--- config.mk ---
export PLATFORM = sky130hd
export DESIGN_NAME = pilc_top
export DESIGN_NICKNAME = d
export VERILOG_FILES = /design/src/pilc_top.v /design/src/pilc_infilt.v
export VERILOG_INCLUDE_DIRS = /design/src
export SDC_FILE = /design/constraint.sdc
export NUM_CORES = 1
export LEC_CHECK = 0
export BUFFER_PORTS_ARGS = -buffer_cell sky130_fd_sc_hd__clkbuf_2
export CELL_PAD_IN_SITES_DETAIL_PLACEMENT = 0
export CELL_PAD_IN_SITES_GLOBAL_PLACEMENT = 2
export CORE_UTILIZATION = 31
export CTS_CLUSTER_SIZE = 25
export DETAILED_ROUTE_END_ITERATION = 7
export GPL_ROUTABILITY_DRIVEN = 0
export GPL_TIMING_DRIVEN = 0
export PLACE_DENSITY_LB_ADDON = 0.1
export SLEW_MARGIN = 20
export SYNTH_ARGS = -nofsm -noshare
export SYNTH_HDL_FRONTEND = slang
export SYNTH_SLANG_ARGS = --single-unit
export TNS_END_PERCENT = 100
--- constraint.sdc ---
create_clock -name aclk -period 7.63 [get_ports aclk]
set_clock_uncertainty 0.15 [all_clocks]
set_input_delay 1.526 -clock aclk [delete_from_list [all_inputs] [get_ports aclk]]
set_output_delay 1.526 -clock aclk [all_outputs]
set_load 0.05 [all_outputs]
--- src/pilc_consts.vh ---
// Purpose: Constants for the parallel line controller (32 lines).
// Assumes: AXI4-Lite register bus, 32-bit data, byte addresses below.
// Notes:   Every register takes one aligned word.
`ifndef PILC_CONSTS_VH
`define PILC_CONSTS_VH

`define PILC_NLINES     32
`define PILC_AW         8

// ----------------------------------------------------------------------
// Register byte offsets
// ----------------------------------------------------------------------
`define PILC_GPEN_SET   8'h00
`define PILC_GPEN_CLR   8'h04
`define PILC_GPEN_STAT  8'h08
`define PILC_OE_SET     8'h10
`define PILC_OE_CLR     8'h14
`define PILC_OE_STAT    8'h18
`define PILC_FILT_SET   8'h20
`define PILC_FILT_CLR   8'h24
`define PILC_FILT_STAT  8'h28
`define PILC_OUT_SET    8'h30
`define PILC_OUT_CLR    8'h34
`define PILC_OUT_STAT   8'h38
`define PILC_OUT_SYNC   8'h3C
`define PILC_IEN_SET    8'h40
`define PILC_IEN_CLR    8'h44
`define PILC_IEN_STAT   8'h48
`define PILC_ISR        8'h4C
`define PILC_MD_SET     8'h50
`define PILC_MD_CLR     8'h54
`define PILC_MD_STAT    8'h58
`define PILC_PU_SET     8'h60
`define PILC_PU_CLR     8'h64
`define PILC_PU_STAT    8'h68
`define PILC_BSEL_SET   8'h70
`define PILC_BSEL_CLR   8'h74
`define PILC_BSEL_STAT  8'h78
`define PILC_ICR        8'h80
`define PILC_PDSR       8'h84

// ----------------------------------------------------------------------
// Reset values and default analog line mask
// ----------------------------------------------------------------------
`define PILC_ALL_ONES   32'hFFFFFFFF
`define PILC_ALL_ZERO   32'h00000000
`define PILC_ANALOG_DEF 32'h001E0000

// ----------------------------------------------------------------------
// AXI responses
// ----------------------------------------------------------------------
`define PILC_RESP_OKAY  2'h0
`define PILC_RESP_SLV   2'h2

`endif

--- src/pilc_top.v ---
// Purpose: Parallel line controller, 32 lines, AXI4-Lite registers.
// Assumes: Single clock aclk; pads resolved outside from out/oe/pull-up.
// Notes:   Reset levels assume pulled-up pads to avoid false changes.
`timescale 1ns/10ps
`include "pilc_consts.vh"

module pilc_top #(
  parameter [`PILC_NLINES-1:0] ANALOG_MASK = `PILC_ANALOG_DEF
) (
  input  wire                    aclk,
  input  wire                    aresetn,
  input  wire [`PILC_AW-1:0]     s_axi_awaddr,
  input  wire                    s_axi_awvalid,
  output reg                     s_axi_awready,
  input  wire [31:0]             s_axi_wdata,
  input  wire [3:0]              s_axi_wstrb,
  input  wire                    s_axi_wvalid,
  output reg                     s_axi_wready,
  output reg  [1:0]              s_axi_bresp,
  output reg                     s_axi_bvalid,
  input  wire                    s_axi_bready,
  input  wire [`PILC_AW-1:0]     s_axi_araddr,
  input  wire                    s_axi_arvalid,
  output reg                     s_axi_arready,
  output reg  [31:0]             s_axi_rdata,
  output reg  [1:0]              s_axi_rresp,
  output reg                     s_axi_rvalid,
  input  wire                    s_axi_rready,
  input  wire [`PILC_NLINES-1:0] pad_in,
  output reg  [`PILC_NLINES-1:0] pad_out_ff,
  output reg  [`PILC_NLINES-1:0] pad_oe_ff,
  output reg  [`PILC_NLINES-1:0] pad_pullup_ff,
  input  wire [`PILC_NLINES-1:0] periph_a_out,
  input  wire [`PILC_NLINES-1:0] periph_a_oe,
  input  wire [`PILC_NLINES-1:0] periph_b_out,
  input  wire [`PILC_NLINES-1:0] periph_b_oe,
  output reg  [`PILC_NLINES-1:0] periph_in_ff,
  input  wire [`PILC_NLINES-1:0] analog_en,
  output reg                     irq_ff
);

  // --------------------------------------------------------------------
  // Helpers
  // --------------------------------------------------------------------
  // Byte strobes to a bit mask
  function [31:0] strb_mask;
    input [3:0] strb;
    begin
      strb_mask = {{8{strb[3]}}, {8{strb[2]}}, {8{strb[1]}}, {8{strb[0]}}};
    end
  endfunction

  // Set/clear update: ones act, zeros leave the line alone
  function [31:0] sc_upd;
    input [31:0] cur;
    input        set_hit;
    input        clr_hit;
    input [31:0] bits;
    begin
      sc_upd = (cur | (set_hit ? bits : 32'h00000000)) &
               ~(clr_hit ? bits : 32'h00000000);
    end
  endfunction

  // --------------------------------------------------------------------
  // Configuration state, one bit per line
  // --------------------------------------------------------------------
  reg  [31:0]          gpen_ff;   // 1 = general-purpose control
  reg  [31:0]          oe_ff;
  reg  [31:0]          filt_ff;
  reg  [31:0]          out_ff;
  reg  [31:0]          ien_ff;
  reg  [31:0]          isr_ff;
  reg  [31:0]          md_ff;
  reg  [31:0]          pu_ff;
  reg  [31:0]          bsel_ff;   // 1 = peripheral B, 0 = peripheral A
  reg  [31:0]          nxt_gpen;
  reg  [31:0]          nxt_oe;
  reg  [31:0]          nxt_filt;
  reg  [31:0]          nxt_out;
  reg  [31:0]          nxt_ien;
  reg  [31:0]          nxt_isr;
  reg  [31:0]          nxt_md;
  reg  [31:0]          nxt_pu;
  reg  [31:0]          nxt_bsel;

  // AXI write and read channel state
  reg                  aw_hold_ff;
  reg  [`PILC_AW-1:0]  awaddr_ff;
  reg                  w_hold_ff;
  reg  [31:0]          wdata_ff;
  reg  [3:0]           wstrb_ff;
  wire                 aw_take;
  wire                 w_take;
  wire                 do_wr;
  wire [31:0]          wbits;
  reg                  wr_hit;
  reg  [31:0]          rd_val;
  reg                  rd_hit;

  wire [31:0]          lvl;
  wire [31:0]          chg_evt;
  reg  [31:0]          nxt_out_pin;
  reg  [31:0]          nxt_oe_pin;

  // --------------------------------------------------------------------
  // Input path
  // --------------------------------------------------------------------
  // Synchronised, optionally filtered level of every pad
  pilc_infilt #(
    .W       (`PILC_NLINES)
  ) pilc_infilt_inst (
    .aclk    (aclk),
    .aresetn (aresetn),
    .pad_in  (pad_in),
    .filt_en (filt_ff),
    .lvl_ff  (lvl)
  );

  // Change against the last level handed to peripherals
  assign chg_evt = lvl ^ periph_in_ff;

  // --------------------------------------------------------------------
  // AXI write channel
  // --------------------------------------------------------------------
  assign aw_take = s_axi_awvalid & s_axi_awready;
  assign w_take  = s_axi_wvalid & s_axi_wready;
  // Write waits for both halves and a free response slot
  assign do_wr   = aw_hold_ff & w_hold_ff & ~s_axi_bvalid;
  assign wbits   = wdata_ff & strb_mask(wstrb_ff);

  // Address and data taken in either order, held until the write
  always @(posedge aclk) begin
    if (!aresetn) begin
      aw_hold_ff    <= 1'b0;
      w_hold_ff     <= 1'b0;
      awaddr_ff     <= 8'h00;
      wdata_ff      <= 32'h00000000;
      wstrb_ff      <= 4'h0;
      s_axi_awready <= 1'b1;
      s_axi_wready  <= 1'b1;
      s_axi_bvalid  <= 1'b0;
      s_axi_bresp   <= `PILC_RESP_OKAY;
    end else begin
      if (aw_take) begin
        awaddr_ff     <= s_axi_awaddr;
        aw_hold_ff    <= 1'b1;
        s_axi_awready <= 1'b0;
      end else if (do_wr) begin
        aw_hold_ff    <= 1'b0;
        s_axi_awready <= 1'b1;
      end
      if (w_take) begin
        wdata_ff     <= s_axi_wdata;
        wstrb_ff     <= s_axi_wstrb;
        w_hold_ff    <= 1'b1;
        s_axi_wready <= 1'b0;
      end else if (do_wr) begin
        w_hold_ff    <= 1'b0;
        s_axi_wready <= 1'b1;
      end
      if (do_wr) begin
        s_axi_bvalid <= 1'b1;
        s_axi_bresp  <= wr_hit ? `PILC_RESP_OKAY : `PILC_RESP_SLV;
      end else if (s_axi_bready) begin
        s_axi_bvalid <= 1'b0;
      end
    end
  end

  // Writable address decode; status-only words answer with an error
  always @* begin
    case (awaddr_ff)
      `PILC_GPEN_SET, `PILC_GPEN_CLR, `PILC_OE_SET, `PILC_OE_CLR,
      `PILC_FILT_SET, `PILC_FILT_CLR, `PILC_OUT_SET, `PILC_OUT_CLR,
      `PILC_OUT_SYNC, `PILC_IEN_SET, `PILC_IEN_CLR, `PILC_MD_SET,
      `PILC_MD_CLR, `PILC_PU_SET, `PILC_PU_CLR, `PILC_BSEL_SET,
      `PILC_BSEL_CLR, `PILC_ICR: wr_hit = 1'b1;
      default: wr_hit = 1'b0;
    endcase
  end

  // --------------------------------------------------------------------
  // Register next values
  // --------------------------------------------------------------------
  // Set/clear pairs; a write touches only lines with a one
  always @* begin
    nxt_gpen = sc_upd(gpen_ff, do_wr & (awaddr_ff == `PILC_GPEN_SET),
                      do_wr & (awaddr_ff == `PILC_GPEN_CLR), wbits);
    nxt_oe   = sc_upd(oe_ff, do_wr & (awaddr_ff == `PILC_OE_SET),
                      do_wr & (awaddr_ff == `PILC_OE_CLR), wbits);
    nxt_filt = sc_upd(filt_ff, do_wr & (awaddr_ff == `PILC_FILT_SET),
                      do_wr & (awaddr_ff == `PILC_FILT_CLR), wbits);
    nxt_ien  = sc_upd(ien_ff, do_wr & (awaddr_ff == `PILC_IEN_SET),
                      do_wr & (awaddr_ff == `PILC_IEN_CLR), wbits);
    nxt_md   = sc_upd(md_ff, do_wr & (awaddr_ff == `PILC_MD_SET),
                      do_wr & (awaddr_ff == `PILC_MD_CLR), wbits);
    nxt_pu   = sc_upd(pu_ff, do_wr & (awaddr_ff == `PILC_PU_SET),
                      do_wr & (awaddr_ff == `PILC_PU_CLR), wbits);
    nxt_bsel = sc_upd(bsel_ff, do_wr & (awaddr_ff == `PILC_BSEL_SET),
                      do_wr & (awaddr_ff == `PILC_BSEL_CLR), wbits);
    nxt_out  = sc_upd(out_ff, do_wr & (awaddr_ff == `PILC_OUT_SET),
                      do_wr & (awaddr_ff == `PILC_OUT_CLR), wbits);
    // Sync write sets and clears the lines of the strobed bytes in one go
    if (do_wr && (awaddr_ff == `PILC_OUT_SYNC))
      nxt_out = (out_ff & ~strb_mask(wstrb_ff)) | wbits;
    // Change event wins over a clear in the same cycle
    nxt_isr = (isr_ff & ~((do_wr && (awaddr_ff == `PILC_ICR)) ?
                          wbits : 32'h00000000)) | chg_evt;
  end

  // Reset: all lines general purpose, input, pulled up
  always @(posedge aclk) begin
    if (!aresetn) begin
      gpen_ff      <= `PILC_ALL_ONES;
      oe_ff        <= `PILC_ALL_ZERO;
      filt_ff      <= `PILC_ALL_ZERO;
      out_ff       <= `PILC_ALL_ZERO;
      ien_ff       <= `PILC_ALL_ZERO;
      isr_ff       <= `PILC_ALL_ZERO;
      md_ff        <= `PILC_ALL_ZERO;
      pu_ff        <= `PILC_ALL_ONES;
      bsel_ff      <= `PILC_ALL_ZERO;
      irq_ff       <= 1'b0;
      periph_in_ff <= `PILC_ALL_ONES;
    end else begin
      gpen_ff      <= nxt_gpen;
      oe_ff        <= nxt_oe;
      filt_ff      <= nxt_filt;
      out_ff       <= nxt_out;
      ien_ff       <= nxt_ien;
      isr_ff       <= nxt_isr;
      md_ff        <= nxt_md;
      pu_ff        <= nxt_pu;
      bsel_ff      <= nxt_bsel;
      irq_ff       <= |(nxt_isr & nxt_ien);
      periph_in_ff <= lvl;
    end
  end

  // --------------------------------------------------------------------
  // Pad drive
  // --------------------------------------------------------------------
  // Owner select, then open-drain and analog overrides per line
  always @* begin
    // General-purpose lines ignore both peripherals
    nxt_out_pin = (gpen_ff & out_ff) |
                  (~gpen_ff & ~bsel_ff & periph_a_out) |
                  (~gpen_ff & bsel_ff & periph_b_out);
    nxt_oe_pin  = (gpen_ff & oe_ff) |
                  (~gpen_ff & ~bsel_ff & periph_a_oe) |
                  (~gpen_ff & bsel_ff & periph_b_oe);
    // Multi-drive: drive low only, float for a high
    nxt_oe_pin  = nxt_oe_pin & ~(md_ff & nxt_out_pin);
    nxt_out_pin = nxt_out_pin & ~md_ff;
    // Analog use frees the pad from digital drive
    nxt_oe_pin  = nxt_oe_pin & ~(analog_en & ANALOG_MASK);
  end

  // No owner check: one peripheral output may drive many lines
  always @(posedge aclk) begin
    if (!aresetn) begin
      pad_out_ff    <= `PILC_ALL_ZERO;
      pad_oe_ff     <= `PILC_ALL_ZERO;
      pad_pullup_ff <= `PILC_ALL_ONES;
    end else begin
      pad_out_ff    <= nxt_out_pin;
      pad_oe_ff     <= nxt_oe_pin;
      pad_pullup_ff <= pu_ff & ~(analog_en & ANALOG_MASK);
    end
  end

  // --------------------------------------------------------------------
  // AXI read channel
  // --------------------------------------------------------------------
  // Read decode; pin level readable whatever the line does
  always @* begin
    rd_hit = 1'b1;
    case (s_axi_araddr)
      `PILC_GPEN_STAT: rd_val = gpen_ff;
      `PILC_OE_STAT:   rd_val = oe_ff;
      `PILC_FILT_STAT: rd_val = filt_ff;
      `PILC_OUT_STAT:  rd_val = out_ff;
      `PILC_IEN_STAT:  rd_val = ien_ff;
      `PILC_ISR:       rd_val = isr_ff;
      `PILC_MD_STAT:   rd_val = md_ff;
      `PILC_PU_STAT:   rd_val = pu_ff;
      `PILC_BSEL_STAT: rd_val = bsel_ff;
      `PILC_PDSR:      rd_val = lvl;
      default: begin
        rd_val = 32'h00000000;
        rd_hit = 1'b0;
      end
    endcase
  end

  // One read at a time; data held until rready
  always @(posedge aclk) begin
    if (!aresetn) begin
      s_axi_arready <= 1'b1;
      s_axi_rvalid  <= 1'b0;
      s_axi_rdata   <= 32'h00000000;
      s_axi_rresp   <= `PILC_RESP_OKAY;
    end else if (s_axi_arvalid && s_axi_arready) begin
      s_axi_arready <= 1'b0;
      s_axi_rvalid  <= 1'b1;
      s_axi_rdata   <= rd_val;
      s_axi_rresp   <= rd_hit ? `PILC_RESP_OKAY : `PILC_RESP_SLV;
    end else if (s_axi_rvalid && s_axi_rready) begin
      s_axi_rvalid  <= 1'b0;
      s_axi_arready <= 1'b1;
    end
  end

endmodule

--- src/pilc_infilt.v ---
// Purpose: Pin synchroniser and optional per-line glitch filter.
// Assumes: Pins are asynchronous to aclk.
// Notes:   Filtered level changes only after two equal samples.
`timescale 1ns/10ps
`include "pilc_consts.vh"

module pilc_infilt #(
  parameter W = `PILC_NLINES
) (
  input  wire         aclk,
  input  wire         aresetn,
  input  wire [W-1:0] pad_in,
  input  wire [W-1:0] filt_en,
  output reg  [W-1:0] lvl_ff
);

  reg [W-1:0] meta_ff;
  reg [W-1:0] sync_ff;
  reg [W-1:0] prev_ff;
  reg [W-1:0] nxt_lvl;

  // --------------------------------------------------------------------
  // Filter decision
  // --------------------------------------------------------------------
  // On a filtered line a pulse seen in one sample only never reaches the level
  always @* begin
    nxt_lvl = (~filt_en & sync_ff) |
              (filt_en & ((sync_ff & prev_ff) |
                          (lvl_ff & (sync_ff ^ prev_ff))));
  end

  // Two stages first; the first is read by the second only
  always @(posedge aclk) begin
    if (!aresetn) begin
      meta_ff <= `PILC_ALL_ONES;
      sync_ff <= `PILC_ALL_ONES;
      prev_ff <= `PILC_ALL_ONES;
      lvl_ff  <= `PILC_ALL_ONES;
    end else begin
      meta_ff <= pad_in;
      sync_ff <= meta_ff;
      prev_ff <= sync_ff;
      lvl_ff  <= nxt_lvl;
    end
  end

endmodule

# Yosys cells after proc, flatten, opt, wreduce, memory -nomap -nowiden

Index checks and enable logic that the tools add are counted.

Equality and inequality tests: 27
Bitwise logic cells: 84
Reductions and logical operators: 12
Multiplexer cells: 35

Operators by type and width:

| cell                                                 | count |
|---|---|
| bitwise AND 32 bit                                   | 29 |
| two-way mux 32 bit                                   | 18 |
| bitwise OR 32 bit                                    | 16 |
| NOT 32 bit                                           | 15 |
| one-hot mux 32 bit (10 select lines)                 | 1 |
| equality test 8 x 7 -> 1 bit (second input constant) | 13 |
| bitwise XOR 32 bit                                   | 2 |
| equality test 8 x 6 -> 1 bit (second input constant) | 7 |
| NOT 21 -> 32 bit                                     | 1 |
| OR reduction 32 bit                                  | 1 |
| equality test 8 x 5 -> 1 bit (second input constant) | 3 |
| bitwise AND 1 bit                                    | 20 |
| OR reduction 18 bit                                  | 1 |
| equality test 8 bit (second input constant)          | 2 |
| two-way mux 1 bit                                    | 14 |
| OR reduction 10 bit                                  | 1 |
| equality test 8 x 3 -> 1 bit (second input constant) | 1 |
| equality test 8 x 4 -> 1 bit (second input constant) | 1 |
| logical NOT 8 bit                                    | 1 |
| nonzero test 2 bit                                   | 4 |
| logical AND 1 bit                                    | 4 |
| two-way mux 2 bit                                    | 2 |
| NOT 1 bit                                            | 1 |

Register bits after elaboration: 632
Logic and storage cells: 189

# Logic depth before layout (Yosys ltp)

Depth after elaboration: 9
Mapped depth: 9
Depth with buffers taken out: 6

# Modules after synthesis

From an unflattened synthesis, not the netlist that was laid out.

Cells, all modules: 3101
Area, all modules: 26347.8 um2

By module, submodules not included:

| module      | cells an instance | times used | area an instance (um2) | seq. area each (um2) |
|---|---|---|---|---|
| pilc_top    | 2703              | 1          | 22076.2                | 10049.6 |
| pilc_infilt | 398               | 1          | 4271.6                 | 2562.5 |

# Worst setup path after synthesis

OpenSTA, ideal clock, no wires.

Kind: input port to flip-flop
From: in s_axi_araddr[1]
To: reg s_axi_rdata[12]
Setup slack: 4.093 ns
Path buffers: 2
Cell stages on the path: 8
Data arrival time: 3.311 ns
Cell sequence: or4b_1 -> or3_1 -> buf_2 -> nor3_4 -> buf_4 -> a22oi_1 -> a31o_2 -> a21boi_0

Cells in the longest elaborated chain, start to end: 2

RTL lines:

| item                                        | line           | source |
|---|---|---|
| from (decl)                                 | pilc_top.v:22  | `` input wire [`PILC_AW-1:0] s_axi_araddr, `` |
| equality test 8 bit (tied with other cells) | pilc_top.v:279 | `case (s_axi_araddr)` |
| one-hot mux 32 bit (10 select lines) *      | pilc_top.v:279 |  |
| to (signal assigned)                        | pilc_top.v:307 | `s_axi_rdata <= rd_val;` |
| to (decl)                                   | pilc_top.v:25  | `output reg [31:0] s_axi_rdata,` |

Mark *: on every way between the ends. The rest lies on a longest branch, timed or not.
A chain may end at the register's enable or synchronous reset.

# Worst setup path in the final report

From: in s_axi_araddr[4]
To: reg s_axi_rdata[16]

Same word-level chain as after synthesis.

==> metrics.md <==
| Metric | Value |
|---|---|
| Outcome | finished clean |
| Main synth FF type | dfxtp_1 |
| Mux cell area share after synthesis | 5.99% |
| Initial DRC count | roughly 2800 |
| Cell Area, Synth | 27600 um2 |
| EDFF count, synth | 0 |
| Avg Cell Area, Syn | 8.57 um2 |
| Pwr/cell area | 234 nW/um2 |
| Wire per inst | 27.7 um |
| RSZ-0062 raised after global routing | no |
| # nets final | 3969 |
| Synth warn | 0 |
| Flops & latches, synth | 630 |
| CTS tree | done |
| # IOs | 421 |
| Starting density of the core | 31.3% |
| Final Hold Vio Count | 0 |
| Mapped Cells | 3216 |
| Critical path fanouts, max | 10 |
| Leak | 0.0126 uW |
| Minimum clock period | 4.89 ns |
| Largest family of logic cells by synthesized area | compound AO/OA/AOI/OAI gates |
| Compound-Gate Fraction of Synth Area | about a fifth |
| Slew headroom | 16.7% |
| Most frequent cell after synthesis | dfxtp_1 |
| Router iterations before antenna repair | 5 |
| Antenna violations before repair | 3 |
| Placed Instances | 4771 |
| CTS Buffer Depth | 3 |
| Largest net degree at the start of global routing | 13 |
| Final WL | 136000 um |
| Hold depth | 1 |
| Vias in the first global route | around 26000 |
| Peak Freq | 0.205 GHz |
| Critical Path End | s_axi_rdata[16] |
| Detailed Place HPWL | 102000 um |
| Setup tns final | 0 ns |
| CTS root buffer | clkbuf_16 |
| Synth area leader | dfxtp_1 |
| First-pass GRT wire length | 189000 um |
| Worst Slack Setup Final | between 2 and 3 ns |
| Sequential-to-total area share from yosys stat | 45.7% |
| Worst Hold Class | reg2reg |
| Worst setup startpoint | s_axi_araddr[4] |
| Reg-to-Reg Start | awaddr_ff[6] |
| Worst EP arrival | 5.29 ns |
| Worst R2R End | md_ff[19] |
| Clock sink count | 630 |
| Async SR Flop Fraction | 0% |
| Vias per inst | between 5 and 6 |
| Cell variety after synth | 52 |
| Gr usage total | 29.4% |
| Xor/xnor share of the synthesized area | 1.11% |
| Global route overflow | 0 |
| CTS Hold Buffers Added | 0 |
| Critical Path RT | 8.03 ns |
| Number of max-cap violations | 0 |
| Die width | 300 um |
| Die area | 90200 um2 |
| Count of input and output buffers | 388 |
| Util after Layout | 38.2% |
| Max Transition Viols Final | 0 |
| Synthesis-to-layout area growth | 22.2% |
| Worst R2R Setup Slack | 3.68 ns |
| Maximum vdd drop | 178 uV |
| Tcrit/Tclk final | 64.1% |
| Cell Rows | between 100 and 150 |
| Worst setup EP type | register |
| Reg2Reg Depth | 8 |
| Detail Route Antenna Nets | 0 |
| CTS resizes | 0 |
| Synth Area in Adders | 1.45% |
| Yosys top cell area share | 45.7% |
| DRC | 0 |
| Htree depth | 3 |
| Layout Cells excl Fill | 4917 |
| Worst-Skew Late Latency | roughly 0.63 ns |
| Area contributors post-synth | dfxtp_1, nand2_1, o21ai_0, a21oi_1, mux2i_1 |
| Pre-CTS setup slack | 2.19 ns |
| Core Box Area | 88200 um2 |
| Setup bufs post-CTS | 0 |
| Via count | 26800 |
| Die Y-Extent | about 300 um |
| Synth top cells by count | dfxtp_1, nand2_1, o21ai_0, nor2_1, a21oi_1 |
| Simple-gate portion of the synthesized area | roughly 20% |
| Crit path kind | in2reg |
| Inserted Clock Buffers | 78 |
| Share of layout cells above drive strength 1 | 16.5% |
| Final setup violation count | 0 |
| Type of origin of the critical path | primary input |
| Clock transition at the registers of the reported paths | 0.06 ns |
| Actual slew at the worst max-slew pin | 1.25 ns |
## cell type report
class | count | area (um2)
inverter | 73 | 274
antenna | 3 | 7.51
clock buffer | 122 | 2420
buffer | 259 | 1040
tap | 1165 | 1460
clock inverter | 21 | 245
fill | 9093 | 54500
sequential | 630 | 12600
timing repair buffer | 389 | 1950
multi-input combinational | 2255 | 13700
## metrics by stage
step,power (uW),cell area [um2],hold WS [ns]
final,7900,33700,0.255
after global routing,8120,33700,0.275
after CTS,7940,33700,0.256
after detailed placement,4070,31000,0.241
after global placement,4060,31000,0.243
after floorplan,3740,27600,0.236
## cell families after synthesis
| family | Yosys count |
|---|---|
| compound gates | 912 |
| xor+xnor | 35 |
| fa+ha+maj | 32 |
| buf+inv | 332 |
| flops | 630 |
| mux | 160 |
| other cells | 1 |
| simple gates | 1114 |
## worst min path at each step
stage | slack [ns] | end | startpoint
3_3_place_gp | 0.24 | pilc_infilt_inst.sync_ff[17] | pilc_infilt_inst.meta_ff[17]
4_1_cts | 0.26 | pilc_infilt_inst.sync_ff[21] | pilc_infilt_inst.meta_ff[21]
6_report | 0.25 | pilc_infilt_inst.sync_ff[21] | pilc_infilt_inst.meta_ff[21]
5_1_grt | 0.28 | pilc_infilt_inst.sync_ff[15] | pilc_infilt_inst.meta_ff[15]
3_5_place_dp | 0.24 | pilc_infilt_inst.sync_ff[3] | pilc_infilt_inst.meta_ff[3]
2_1_floorplan | 0.24 | pilc_infilt_inst.sync_ff[0] | pilc_infilt_inst.meta_ff[0]
## report_power, final
part           total, uW  internal, uW  switching [uW]
clock               3890          2350            1550
sequential          3410          3350            63.7
combinational        595           176             419
## worst max-delay path, cell delays in order
cell and delay (ns):
clkbuf_1 0.77, clkbuf_1 0.66, nor2b_1 0.51, clkbuf_1 0.78, a22oi_1 0.28, nor2_1 0.15, a221oi_1 0.06, a31o_2 0.33
a21boi_0 0.17
## cell usage in the layout, fill, tap and decap left out, types with 16 or more instances in the layout
| cell type | n |
|---|---|
| inv_1 | 73 |
| nand4_1 | 40 |
| a21boi_1 | 17 |
| clkbuf_16 | 81 |
| buf_1 | 16 |
| clkbuf_1 | 234 |
| a21oi_1 | 260 |
| or4bb_1 | 31 |
| a22oi_1 | 79 |
| ha_1 | 32 |
| xnor2_1 | 35 |
| nor4bb_1 | 33 |
| nor3b_1 | 32 |
| o211a_1 | 28 |
| o21ai_0 | 295 |
| a31o_2 | 32 |
| a21boi_0 | 94 |
| mux2i_1 | 128 |
| clkbuf_8 | 24 |
| mux2_2 | 31 |
| o211ai_1 | 29 |
| nand2_1 | 419 |
| dfxtp_1 | 630 |
| clkbuf_2 | 393 |
| nor2_1 | 262 |
| and2_1 | 103 |
| a221oi_1 | 31 |
| nand2b_1 | 164 |
| o41ai_1 | 29 |
## routing by layer
layer / wire (um) / part of all wire, % / global-route usage [%]
met2: 62100 / 46 / 47.7
met4: 4770 / 3.5 / 9.88
met5: 13 / 0.0095 / 0
met3: 10700 / 7.8 / 5.09
met1: 58800 / 43 / 39.3
(Power assumes the default switching activity.)
